`src/rtl/txdma_pkg.sv`:
```
package txdma_pkg;
    // Register byte addresses
    localparam logic [15:0] TX_DESC_CTL_ADDR = 16'h3828;
    localparam logic [15:0] TX_ABS_DELAY_ADDR = 16'h382c;
    localparam logic [15:0] TSO_PAD_MIN_ADDR = 16'h3830;
    localparam logic [15:0] TX_CAUSE_ADDR = 16'h3834;
    // Writable bit masks, reserved bits read as zero
    localparam logic [31:0] CTL_MASK = 32'hff3f3f3f;
    localparam logic [31:0] ABS_MASK = 32'h0000ffff;
    // Reset values
    localparam logic [31:0] CTL_RESET = 32'h00000000;
    localparam logic [31:0] ABS_RESET = 32'h00000000;
    localparam logic [31:0] TSO_RESET = 32'h01000400;
    // Field positions in the control register
    localparam int PTH_LSB = 0;
    localparam int HTH_LSB = 8;
    localparam int WTH_LSB = 16;
    localparam int UNIT_BIT = 24;
    localparam int LOW_LSB = 25;
    localparam int THR_W = 6;
    localparam int LOW_W = 7;
    // Field positions in the pad/minimum and cause registers
    localparam int MIN_LSB = 0;
    localparam int PAD_LSB = 16;
    localparam int CAUSE_LOW_BIT = 0;
    localparam int CAUSE_WB_BIT = 1;
    // Descriptor size and timer unit
    localparam int DESC_BYTES = 16;
    localparam int CLK_PERIOD_NS = 10;
    localparam int DELAY_UNIT_NS = 1024;
    localparam int DELAY_UNIT_CYC = DELAY_UNIT_NS / CLK_PERIOD_NS;

    // One processed or transmitted descriptor from the transmit engine
    typedef struct packed {
        logic done;
        logic report;
        logic delay_en;
    } desc_event_t;

    // Data fetch request from the transmit engine
    typedef struct packed {
        logic valid;
        logic tso;
        logic new_desc;
        logic seg_start;
        logic [15:0] remaining;
        logic [15:0] pb_free;
        logic [15:0] seg_need;
    } fetch_req_t;
endpackage : txdma_pkg

```
`src/rtl/tx_descriptor_dma_thresholds.sv`:
```
`timescale 1ns/1ps
`default_nettype none
module tx_descriptor_dma_thresholds #(
    parameter int CACHE_LINE_DESC = 4
) (
    input wire logic mclk,
    input wire logic rst,
    input wire logic [15:0] avs_address,
    input wire logic avs_read,
    input wire logic avs_write,
    input wire logic [31:0] avs_writedata,
    output logic [31:0] avs_readdata,
    output logic avs_waitrequest,
    input wire logic [6:0] cache_count,
    input wire logic [15:0] host_avail,
    input wire logic [15:0] pending_count,
    input wire txdma_pkg::desc_event_t processed,
    input wire txdma_pkg::desc_event_t sent,
    input wire logic burst_wb_en,
    input wire logic flush,
    input wire logic rel_expired,
    input wire txdma_pkg::fetch_req_t fetch,
    output logic prefetch_req,
    output logic wb_req,
    output logic [7:0] wb_count,
    output logic grant,
    output logic [15:0] grant_len,
    output logic hdr_insert,
    output logic desc_low_cause,
    output logic tx_written_back_cause
);
    logic [31:0] ctl_reg;
    logic [31:0] abs_reg;
    logic [31:0] tso_reg;
    logic ack_reg;
    logic wait_reg;
    logic [31:0] rdata_reg;
    logic [31:0] rdata_next;
    logic wr_en;
    logic [6:0] cache_prev_reg;
    logic [15:0] pend_prev_reg;
    logic [1:0] cause_reg;
    logic low_hit;
    logic imm_irq;
    logic timer_run_reg;
    logic [15:0] timer_reg;
    logic [6:0] tick_cnt_reg;
    logic tick;
    logic expire;
    logic armed_reg;
    logic [7:0] wb_cnt_reg;
    logic wb_req_reg;
    logic pf_reg;
    logic grant_reg;
    logic [15:0] grant_len_reg;
    logic hdr_reg;
    logic [15:0] pad;
    logic [15:0] min_xfer;
    logic [15:0] room;
    logic fetch_ok;
    logic [15:0] fetch_len;

    // Scale a threshold field to descriptors
    function automatic logic [15:0] to_desc(input logic [5:0] v,
                                            input logic unit_sel);
        if (unit_sel) begin
            to_desc = {10'h000, v};
        end else begin
            to_desc = 16'(int'(v) * CACHE_LINE_DESC);
        end
    endfunction : to_desc

    // Bus answer: one wait cycle, then a single ready cycle
    assign wr_en = avs_write && ack_reg;
    always_ff @(posedge mclk) begin
        if (rst) begin
            ack_reg <= 1'b0;
            wait_reg <= 1'b1;
        end else begin
            ack_reg <= (avs_read || avs_write) && !ack_reg;
            wait_reg <= !((avs_read || avs_write) && !ack_reg);
        end
    end

    // Read mux; unmapped addresses read zero
    always_comb begin
        case (avs_address)
            txdma_pkg::TX_DESC_CTL_ADDR: rdata_next = ctl_reg;
            txdma_pkg::TX_ABS_DELAY_ADDR: rdata_next = abs_reg;
            txdma_pkg::TSO_PAD_MIN_ADDR: rdata_next = tso_reg;
            txdma_pkg::TX_CAUSE_ADDR: rdata_next = {30'h0, cause_reg};
            default: rdata_next = 32'h0;
        endcase
    end

    always_ff @(posedge mclk) begin
        if (rst) begin
            rdata_reg <= 32'h0;
        end else if (avs_read && !ack_reg) begin
            rdata_reg <= rdata_next;
        end
    end

    // Configuration registers; unmapped writes are dropped
    always_ff @(posedge mclk) begin
        if (rst) begin
            ctl_reg <= txdma_pkg::CTL_RESET;
            abs_reg <= txdma_pkg::ABS_RESET;
            tso_reg <= txdma_pkg::TSO_RESET;
        end else if (wr_en) begin
            if (avs_address == txdma_pkg::TX_DESC_CTL_ADDR) begin
                ctl_reg <= avs_writedata & txdma_pkg::CTL_MASK;
            end
            if (avs_address == txdma_pkg::TX_ABS_DELAY_ADDR) begin
                abs_reg <= avs_writedata & txdma_pkg::ABS_MASK;
            end
            if (avs_address == txdma_pkg::TSO_PAD_MIN_ADDR) begin
                tso_reg <= avs_writedata;
            end
        end
    end

    // Descriptor-low detection on the falling step of the counts
    always_ff @(posedge mclk) begin
        if (rst) begin
            cache_prev_reg <= 7'h0;
            pend_prev_reg <= 16'h0;
        end else begin
            cache_prev_reg <= cache_count;
            pend_prev_reg <= pending_count;
        end
    end

    always_comb begin
        if (ctl_reg[txdma_pkg::LOW_LSB +: txdma_pkg::LOW_W] == 7'h0) begin
            low_hit = cache_prev_reg != 7'h0 && cache_count == 7'h0;
        end else begin
            low_hit = pend_prev_reg ==
                {6'h0, ctl_reg[txdma_pkg::LOW_LSB +: txdma_pkg::LOW_W],
                 3'h1} && pending_count ==
                {6'h0, ctl_reg[txdma_pkg::LOW_LSB +: txdma_pkg::LOW_W],
                 3'h0};
        end
    end

    // Sticky cause bits, write one to clear; a new event beats the clear
    assign imm_irq = sent.done && sent.report && !sent.delay_en;
    always_ff @(posedge mclk) begin
        if (rst) begin
            cause_reg <= 2'h0;
        end else begin
            for (int i = 0; i < 2; i++) begin
                if (wr_en && avs_address == txdma_pkg::TX_CAUSE_ADDR &&
                    avs_writedata[i]) begin
                    cause_reg[i] <= 1'b0;
                end
            end
            if (low_hit) begin
                cause_reg[txdma_pkg::CAUSE_LOW_BIT] <= 1'b1;
            end
            if (expire || imm_irq) begin
                cause_reg[txdma_pkg::CAUSE_WB_BIT] <= 1'b1;
            end
        end
    end

    // Delay-unit prescaler, free running
    assign tick = tick_cnt_reg == 7'(txdma_pkg::DELAY_UNIT_CYC - 1);
    always_ff @(posedge mclk) begin
        if (rst || tick) begin
            tick_cnt_reg <= 7'h0;
        end else begin
            tick_cnt_reg <= tick_cnt_reg + 7'h1;
        end
    end

    // Absolute countdown; not restarted while running, so the bound holds
    assign expire = timer_run_reg && tick && timer_reg == 16'h1;
    always_ff @(posedge mclk) begin
        if (rst) begin
            timer_run_reg <= 1'b0;
            timer_reg <= 16'h0;
        end else if (imm_irq || rel_expired || expire) begin
            timer_run_reg <= 1'b0;
        end else if (!timer_run_reg && sent.done && sent.report &&
                     sent.delay_en && abs_reg[15:0] != 16'h0) begin
            timer_run_reg <= 1'b1;
            timer_reg <= abs_reg[15:0];
        end else if (timer_run_reg && tick) begin
            timer_reg <= timer_reg - 16'h1;
        end
    end

    // Write-back accumulation, armed by a report-status descriptor
    always_ff @(posedge mclk) begin
        if (rst) begin
            armed_reg <= 1'b0;
            wb_cnt_reg <= 8'h0;
            wb_req_reg <= 1'b0;
        end else if (wb_req_reg) begin
            // A report descriptor in the request cycle starts the next batch
            wb_req_reg <= 1'b0;
            armed_reg <= processed.done && processed.report;
            wb_cnt_reg <= {7'h0, processed.done && processed.report};
        end else begin
            if (processed.done && (processed.report ||
                (burst_wb_en && armed_reg))) begin
                wb_cnt_reg <= wb_cnt_reg + 8'h1;
            end
            if (processed.done && processed.report) begin
                armed_reg <= 1'b1;
            end
            wb_req_reg <= wb_cnt_reg != 8'h0 && (flush ||
                16'(wb_cnt_reg) > to_desc(ctl_reg[txdma_pkg::WTH_LSB +:
                txdma_pkg::THR_W], ctl_reg[txdma_pkg::UNIT_BIT]));
        end
    end

    // Prefetch consideration against both thresholds
    always_ff @(posedge mclk) begin
        if (rst) begin
            pf_reg <= 1'b0;
        end else begin
            pf_reg <= 16'(cache_count) <
                to_desc(ctl_reg[txdma_pkg::PTH_LSB +: txdma_pkg::THR_W],
                        ctl_reg[txdma_pkg::UNIT_BIT]) &&
                host_avail >=
                to_desc(ctl_reg[txdma_pkg::HTH_LSB +: txdma_pkg::THR_W],
                        ctl_reg[txdma_pkg::UNIT_BIT]);
        end
    end

    // Fetch sizing against the packet buffer
    assign pad = tso_reg[txdma_pkg::PAD_LSB +: 16];
    assign min_xfer = tso_reg[txdma_pkg::MIN_LSB +: 16];
    assign room = fetch.pb_free > pad ? fetch.pb_free - pad : 16'h0;
    always_comb begin
        fetch_ok = 1'b0;
        fetch_len = 16'h0;
        if (!fetch.tso) begin
            fetch_ok = fetch.pb_free >= fetch.remaining;
            fetch_len = fetch.remaining;
        end else begin
            // Largest burst the room allows, kept clear of the pad
            fetch_len = room < fetch.remaining ? room
                                               : fetch.remaining;
            fetch_ok = fetch_len != 16'h0 &&
                (fetch.remaining < min_xfer ||
                 room >= min_xfer) &&
                (!fetch.new_desc || room >= fetch.seg_need);
        end
    end

    // One grant per request; the requester drops valid after it
    always_ff @(posedge mclk) begin
        if (rst) begin
            grant_reg <= 1'b0;
            grant_len_reg <= 16'h0;
            hdr_reg <= 1'b0;
        end else begin
            grant_reg <= fetch.valid && fetch_ok && !grant_reg;
            hdr_reg <= fetch.valid && fetch_ok && !grant_reg &&
                       fetch.tso && fetch.seg_start;
            if (fetch.valid && fetch_ok && !grant_reg) begin
                grant_len_reg <= fetch_len;
            end
        end
    end

    assign avs_readdata = rdata_reg;
    assign avs_waitrequest = wait_reg;
    assign prefetch_req = pf_reg;
    assign wb_req = wb_req_reg;
    assign wb_count = wb_cnt_reg;
    assign grant = grant_reg;
    assign grant_len = grant_len_reg;
    assign hdr_insert = hdr_reg;
    assign desc_low_cause = cause_reg[txdma_pkg::CAUSE_LOW_BIT];
    assign tx_written_back_cause = cause_reg[txdma_pkg::CAUSE_WB_BIT];
endmodule : tx_descriptor_dma_thresholds
`default_nettype wire

```
`config.mk`:
```
export PLATFORM = sky130hd
export DESIGN_NAME = tx_descriptor_dma_thresholds
export DESIGN_NICKNAME = d
export VERILOG_FILES = /design/src/rtl/txdma_pkg.sv /design/src/rtl/tx_descriptor_dma_thresholds.sv
export SDC_FILE = /design/constraint.sdc
export NUM_CORES = 1
export LEC_CHECK = 0
export BUFFER_PORTS_ARGS = -buffer_cell sky130_fd_sc_hd__buf_2
export CORE_AREA = 5 5 177 128
export DETAILED_ROUTE_END_ITERATION = 10
export DIE_AREA = 0 0 182 133
export PLACE_DENSITY = 0.8
export REMOVE_ABC_BUFFERS = 1
export SLEW_MARGIN = 0
export SYNTH_ARGS = -nofsm -noshare
export SYNTH_HDL_FRONTEND = slang
export SYNTH_SLANG_ARGS = --single-unit
```
`constraint.sdc`:
```
create_clock -name mclk -period 6.16 [get_ports mclk]
set_input_delay 1.54 -clock mclk [delete_from_list [all_inputs] [get_ports mclk]]
set_output_delay 1.54 -clock mclk [all_outputs]
set_load 0.1 [all_outputs]
```
; After elaboration in Yosys (flattened, before gate mapping)
; Index checks and enable logic that the tools add are counted.
[classes]
addsub = 4
eq_ne = 8
order_cmp = 9
muxes = 23
n_bitwise = 1
reduce_logical = 59
[op_table]
columns = cell, n
row1 = two-way mux 16 bit, 9
row2 = case mux 32 bit (4 select lines), 1
row3 = == test 16 x 14 -> 1 bit (second input constant), 4
row4 = >= comparator 16 bit, 4
row5 = == test 16 x 10 -> 1 bit, 2
row6 = < comparator 16 bit, 2
row7 = nonzero test 16 bit, 2
row8 = logical AND 1 bit, 27
row9 = two-way mux 8 bit, 3
row10 = == test 16 x 1 -> 1 bit (second input constant), 1
row11 = greater-than comparator 16 bit, 1
row12 = greater-than comparator 8 x 16 -> 1 bit, 1
row13 = < comparator 7 x 16 -> 1 bit, 1
row14 = subtractor 16 x 1 -> 16 bit (second input constant), 1
row15 = subtractor 16 bit, 1
row16 = logical NOT 7 bit, 2
row17 = two-way mux 1 bit, 10
row18 = nonzero test 2 bit, 5
row19 = logical OR 1 bit, 9
row20 = adder 8 x 1 -> 8 bit (second input constant), 1
row21 = AND reduction 2 bit, 4
row22 = nonzero test 8 bit, 1
row23 = adder 7 x 1 -> 7 bit (second input constant), 1
row24 = == test 7 bit (second input constant), 1
row25 = other kinds (4), 10
[totals]
out_inout_bits = 63
reg_bits = 186

; Depth between registers and ports, before layout
[logic_depth]
depth_word = 12
ltp_mapped = 22

; Least setup slack after synthesis
; OpenSTA, ideal clock, no wires.
[synth_timing]
kind = input to register
start = in fetch[16] in the netlist's numbering
end = reg grant_len_reg[10] (netlist: grant_len[10])
required_time_ns = 6.039
arrival_ns = 5.663
path_slack_ns = 0.376
setup_ns = 0.121
path_stages = 20
cell_sequence = inv_1 ha_1 inv_1 fa_1 nand3_1 a21oi_1 o211ai_1 a21o_1 clkbuf_1 nor2_1 ha_1 a21o_1 a21o_1 a221oi_1 o221ai_1 a31oi_1 o2111ai_2 a32oi_4 buf_12 mux2_4
[synth_via]
elab_chain_len = 10
elab_cells_between_ends = 17
cone_classes = add/sub (1) / order compare (5) / mux (4) / reduce/logical (7)
[synth_lines]
columns = element, line
row1 = from (decl), tx_descriptor_dma_thresholds.sv:22  ; input wire txdma_pkg::fetch_req_t fetch,
row2 = subtractor 16 bit / greater-than comparator 16 bit (equally long branches), tx_descriptor_dma_thresholds.sv:236  ; assign room = fetch.pb_free > pad ? fetch.pb_free - pad : 16'h0;
row3 = two-way mux 16 bit, tx_descriptor_dma_thresholds.sv:236
row4 = < comparator 16 bit, tx_descriptor_dma_thresholds.sv:245  ; fetch_len = room < fetch.remaining ? room
row5 = two-way mux 16 bit, tx_descriptor_dma_thresholds.sv:245
row6 = nonzero test 16 bit, tx_descriptor_dma_thresholds.sv:247  ; fetch_ok = fetch_len != 16'h0 &&
row7 = logical AND 1 bit, tx_descriptor_dma_thresholds.sv:247
row8 = logical AND 1 bit, tx_descriptor_dma_thresholds.sv:249  ; room >= min_xfer) &&
row9 = two-way mux 1 bit, tx_descriptor_dma_thresholds.sv:240  ; if (!fetch.tso) begin
row10 = logical AND 1 bit (2 in series), tx_descriptor_dma_thresholds.sv:264  ; if (fetch.valid && fetch_ok && !grant_reg) begin
row11 = to (signal assigned), tx_descriptor_dma_thresholds.sv:265  ; grant_len_reg <= fetch_len;
row12 = to (decl), tx_descriptor_dma_thresholds.sv:55  ; logic [15:0] grant_len_reg;
; Parallel ways exist; a longest one is shown, timed or not.
; A chain may end at the register's enable or synchronous reset.

; Final worst setup path
[layout_timing]
start = in fetch[16] in the netlist's numbering
end = reg grant_len_reg[4] (netlist: grant_len[4])
; The elaborated chain is that of the path after synthesis.

==> results.yml <==
run_status:
  status: "finished, final reports clean"
timing:
  setup_slack_ns: 0.403
  drv_slew: 0
  hold_violations: 0
  period_share: 0.935
  final-setup-viol-count: 0
  rsz0062_at_grt: "false"
  tightest_slew_ns: 1.20
  fmax_mhz: 174
  tns_ns: 0
  whs_ns: 0.455
  finClkSkew_ns: 0.0101
  timing.final.crit_period_ns: 5.76
  slew_headroom: 0.200
placement:
  place.port_buffers: 213
  dp_hpwl_um: 26800
  place_ws_ns: 0.0492
  gp_congestion: 0.954
setup_path:
  critPathMaxFanout: 17
  start_kind: "input port"
  crit_chain: "buf_2 > inv_1 > ha_1 > inv_1 > fa_1 > nand3_1 > a21oi_1 > or2_0 > a221o_1 > nor3_1 > ha_1 > nand4_1 > nand2b_1 > nor3_1 > a31oi_1 > buf_4 > a21o_1 > a32oi_4 > buf_12 > mux2_2"
  end_kind: "register"
  critPathSlowestCell: "nor3_1"
  max_stage_delay_ns: 0.69
  required_ns: 6.48
  arrival_ns: 6.08
  path_class: "input port to register"
worst_hold_path:
  hold_class: "register to register"
detailed_routing:
  maxUsedRoutingLayer: "met5"
  drc: 0
  drt_iter0_drc: 1219
  wl_met2_um: 15100
  drt-met1-wl_um: 15800
  routed_via_density: 5.93
  wl_per_cell_um: 18.4
  routed_wirelength_um: 35600
  dr.pass1.iters: 6
  ant_nets: 0
  dr_wl_met3_um: 3610
  vias: 11470
final_layout:
  nNetsFinal: 1909
  final_cell_mix: "buf_2, nand2_1, dfxtp_1, a21oi_1, nor2_1"
  area_growth_pct: 16.9
  multi_input_area_mm2: 0.00725
  drive_gt1_frac: 0.190
  fill_cells: 1820
  regArea_mm2: 0.00372
  final_common_cell: "buf_2"
  fin_util: 0.643
power_and_ir_drop:
  p_leak_nw: 5.73
  pwr-share-clk: 0.369
  p_int_mw: 1.97
  seqPwrFrac: 0.431
  p_sw_frac: 0.314
  power.total_mw: 2.87
  ir_worst_vdd_uv: 156
  combPwrFrac: 0.200
  p_per_area_mw_per_mm2: 213
  switchingPower_mw: 0.903
floorplanning:
  die_h_um: 133
  core_area_mm2: 0.0210
  dieArea_mm2: 0.0242
  rows: 45
  start_util: 0.550
  ios: 215
  die_w_um: 182
job:
  maxCapViolations: 0
global_route:
  overflow: 0
  grt_max_degree: 98
  grt_pass1_vias: 10883
  grt_usage: 0.284
  grt_pass1_wl_um: 56400
  grt_antenna_before_repair: 5
yosys:
  async_reset_ff_frac: 0
  netlist-cell-type-count: 77
  ys_seq_area_frac: 0.322
  yosys.area.top_type_share: 0.322
  syn_area_mm2: 0.0116
  synthCells: 1449
  ys_top_cells_by_area: "dfxtp_1, ha_1, nand2_1"
  ys_seq_elements: 186
  synth-edff-count: 0
  ys.flop_type: "dfxtp_1"
  yosys.area.top_type: "dfxtp_1"
  syn_avg_cell_area_um2: 7.98
  yosysWarnings: 0
cts:
  cts_tree: "built"
  post_cts_buffers: 0
  clock_latency_ns: 0.44
  cts_resized: 0
  path_clk_slew_ns: 0.07
  ctsHtreeMaxLevel: 4
  cts-root-buf: "clkbuf_16"
  clockBufferDepth: 2
  cts_sinks: 186
  cts_hold_buf: 0
  cts_buffers: 17
==> per-layer routing <==
metal,GRT usage,vias up
li1,-,5540
met1,0.407,5270
met2,0.423,563
met3,0.0668,91
met4,0.0917,6
met5,0,-
==> cells in the mapped netlist (27+ instances only) <==
cell      count
dfxtp_1     186
nor2b_1      52
nand2_1     205
nor3_1       35
mux2i_1      30
nand3_1      27
clkbuf_1     62
o21ai_0      46
a21oi_1     151
ha_1        119
nor2_1      133
a21o_1       33
inv_1        81
a22oi_1      29
==> power by group through the flow <==
| stage | sequential (mW) | clock [mW] | combinational [mW] |
|---|---|---|---|
| floorplan | 1.36 | 0 | 0.263 |
| global placement | 1.26 | 0 | 0.547 |
| detailed placement | 1.27 | 0 | 0.563 |
| CTS | 1.24 | 1.07 | 0.566 |
| global route | 1.24 | 1.12 | 0.626 |
| finish | 1.24 | 1.06 | 0.576 |
==> worst max-delay path: cells and delay by family <==
family | cells | cell delay [ns]
muxes | 1 | 0.35
AOI/OAI and AO/OA | 5 | 1.06
buffers and inverters | 5 | 0.65
adders and majority gates | 3 | 0.83
and+or+nand+nor | 6 | 1.62
==> final timing paths <==
kind | start | to | slack (ns) | cells past startpoint
min reg2reg | avs_readdata[22] | avs_readdata[22] | 0.46 | 2
max | fetch[16] | grant_len[4] | 0.40 | 20
min | avs_readdata[22] | avs_readdata[22] | 0.46 | 2
max reg2reg | tso_reg[23] | grant_len[4] | 1.17 | 18
==> cell type report <==
cell class	instances	share of cell area
repair buffers	242	0.0973
diodes	2	0.000370
multi-input cells	1109	0.537
inverters	81	0.0225
flip-flops and latches	186	0.276
well taps	282	0.0261
clock buffers	17	0.0315
clock inverters	14	0.00991
==> stage by stage <==
step	std cells	cell area [um^2]
CTS	1931	13500
global route	1933	13500
finish	1933	13500
floorplan	1376	11200
detailed placement	1900	12900
global placement	1900	12900
==> cells by family after synthesis <==
family | Yosys count | share of synthesized area
buf+inv | 154 | 0.0534
flops | 186 | 0.322
xor+xnor | 18 | 0.0136
fa+ha+maj | 120 | 0.131
mux | 48 | 0.0461
simple gates | 567 | 0.234
compound gates | 356 | 0.200
Note: power is estimated with default switching activity, not from simulation.
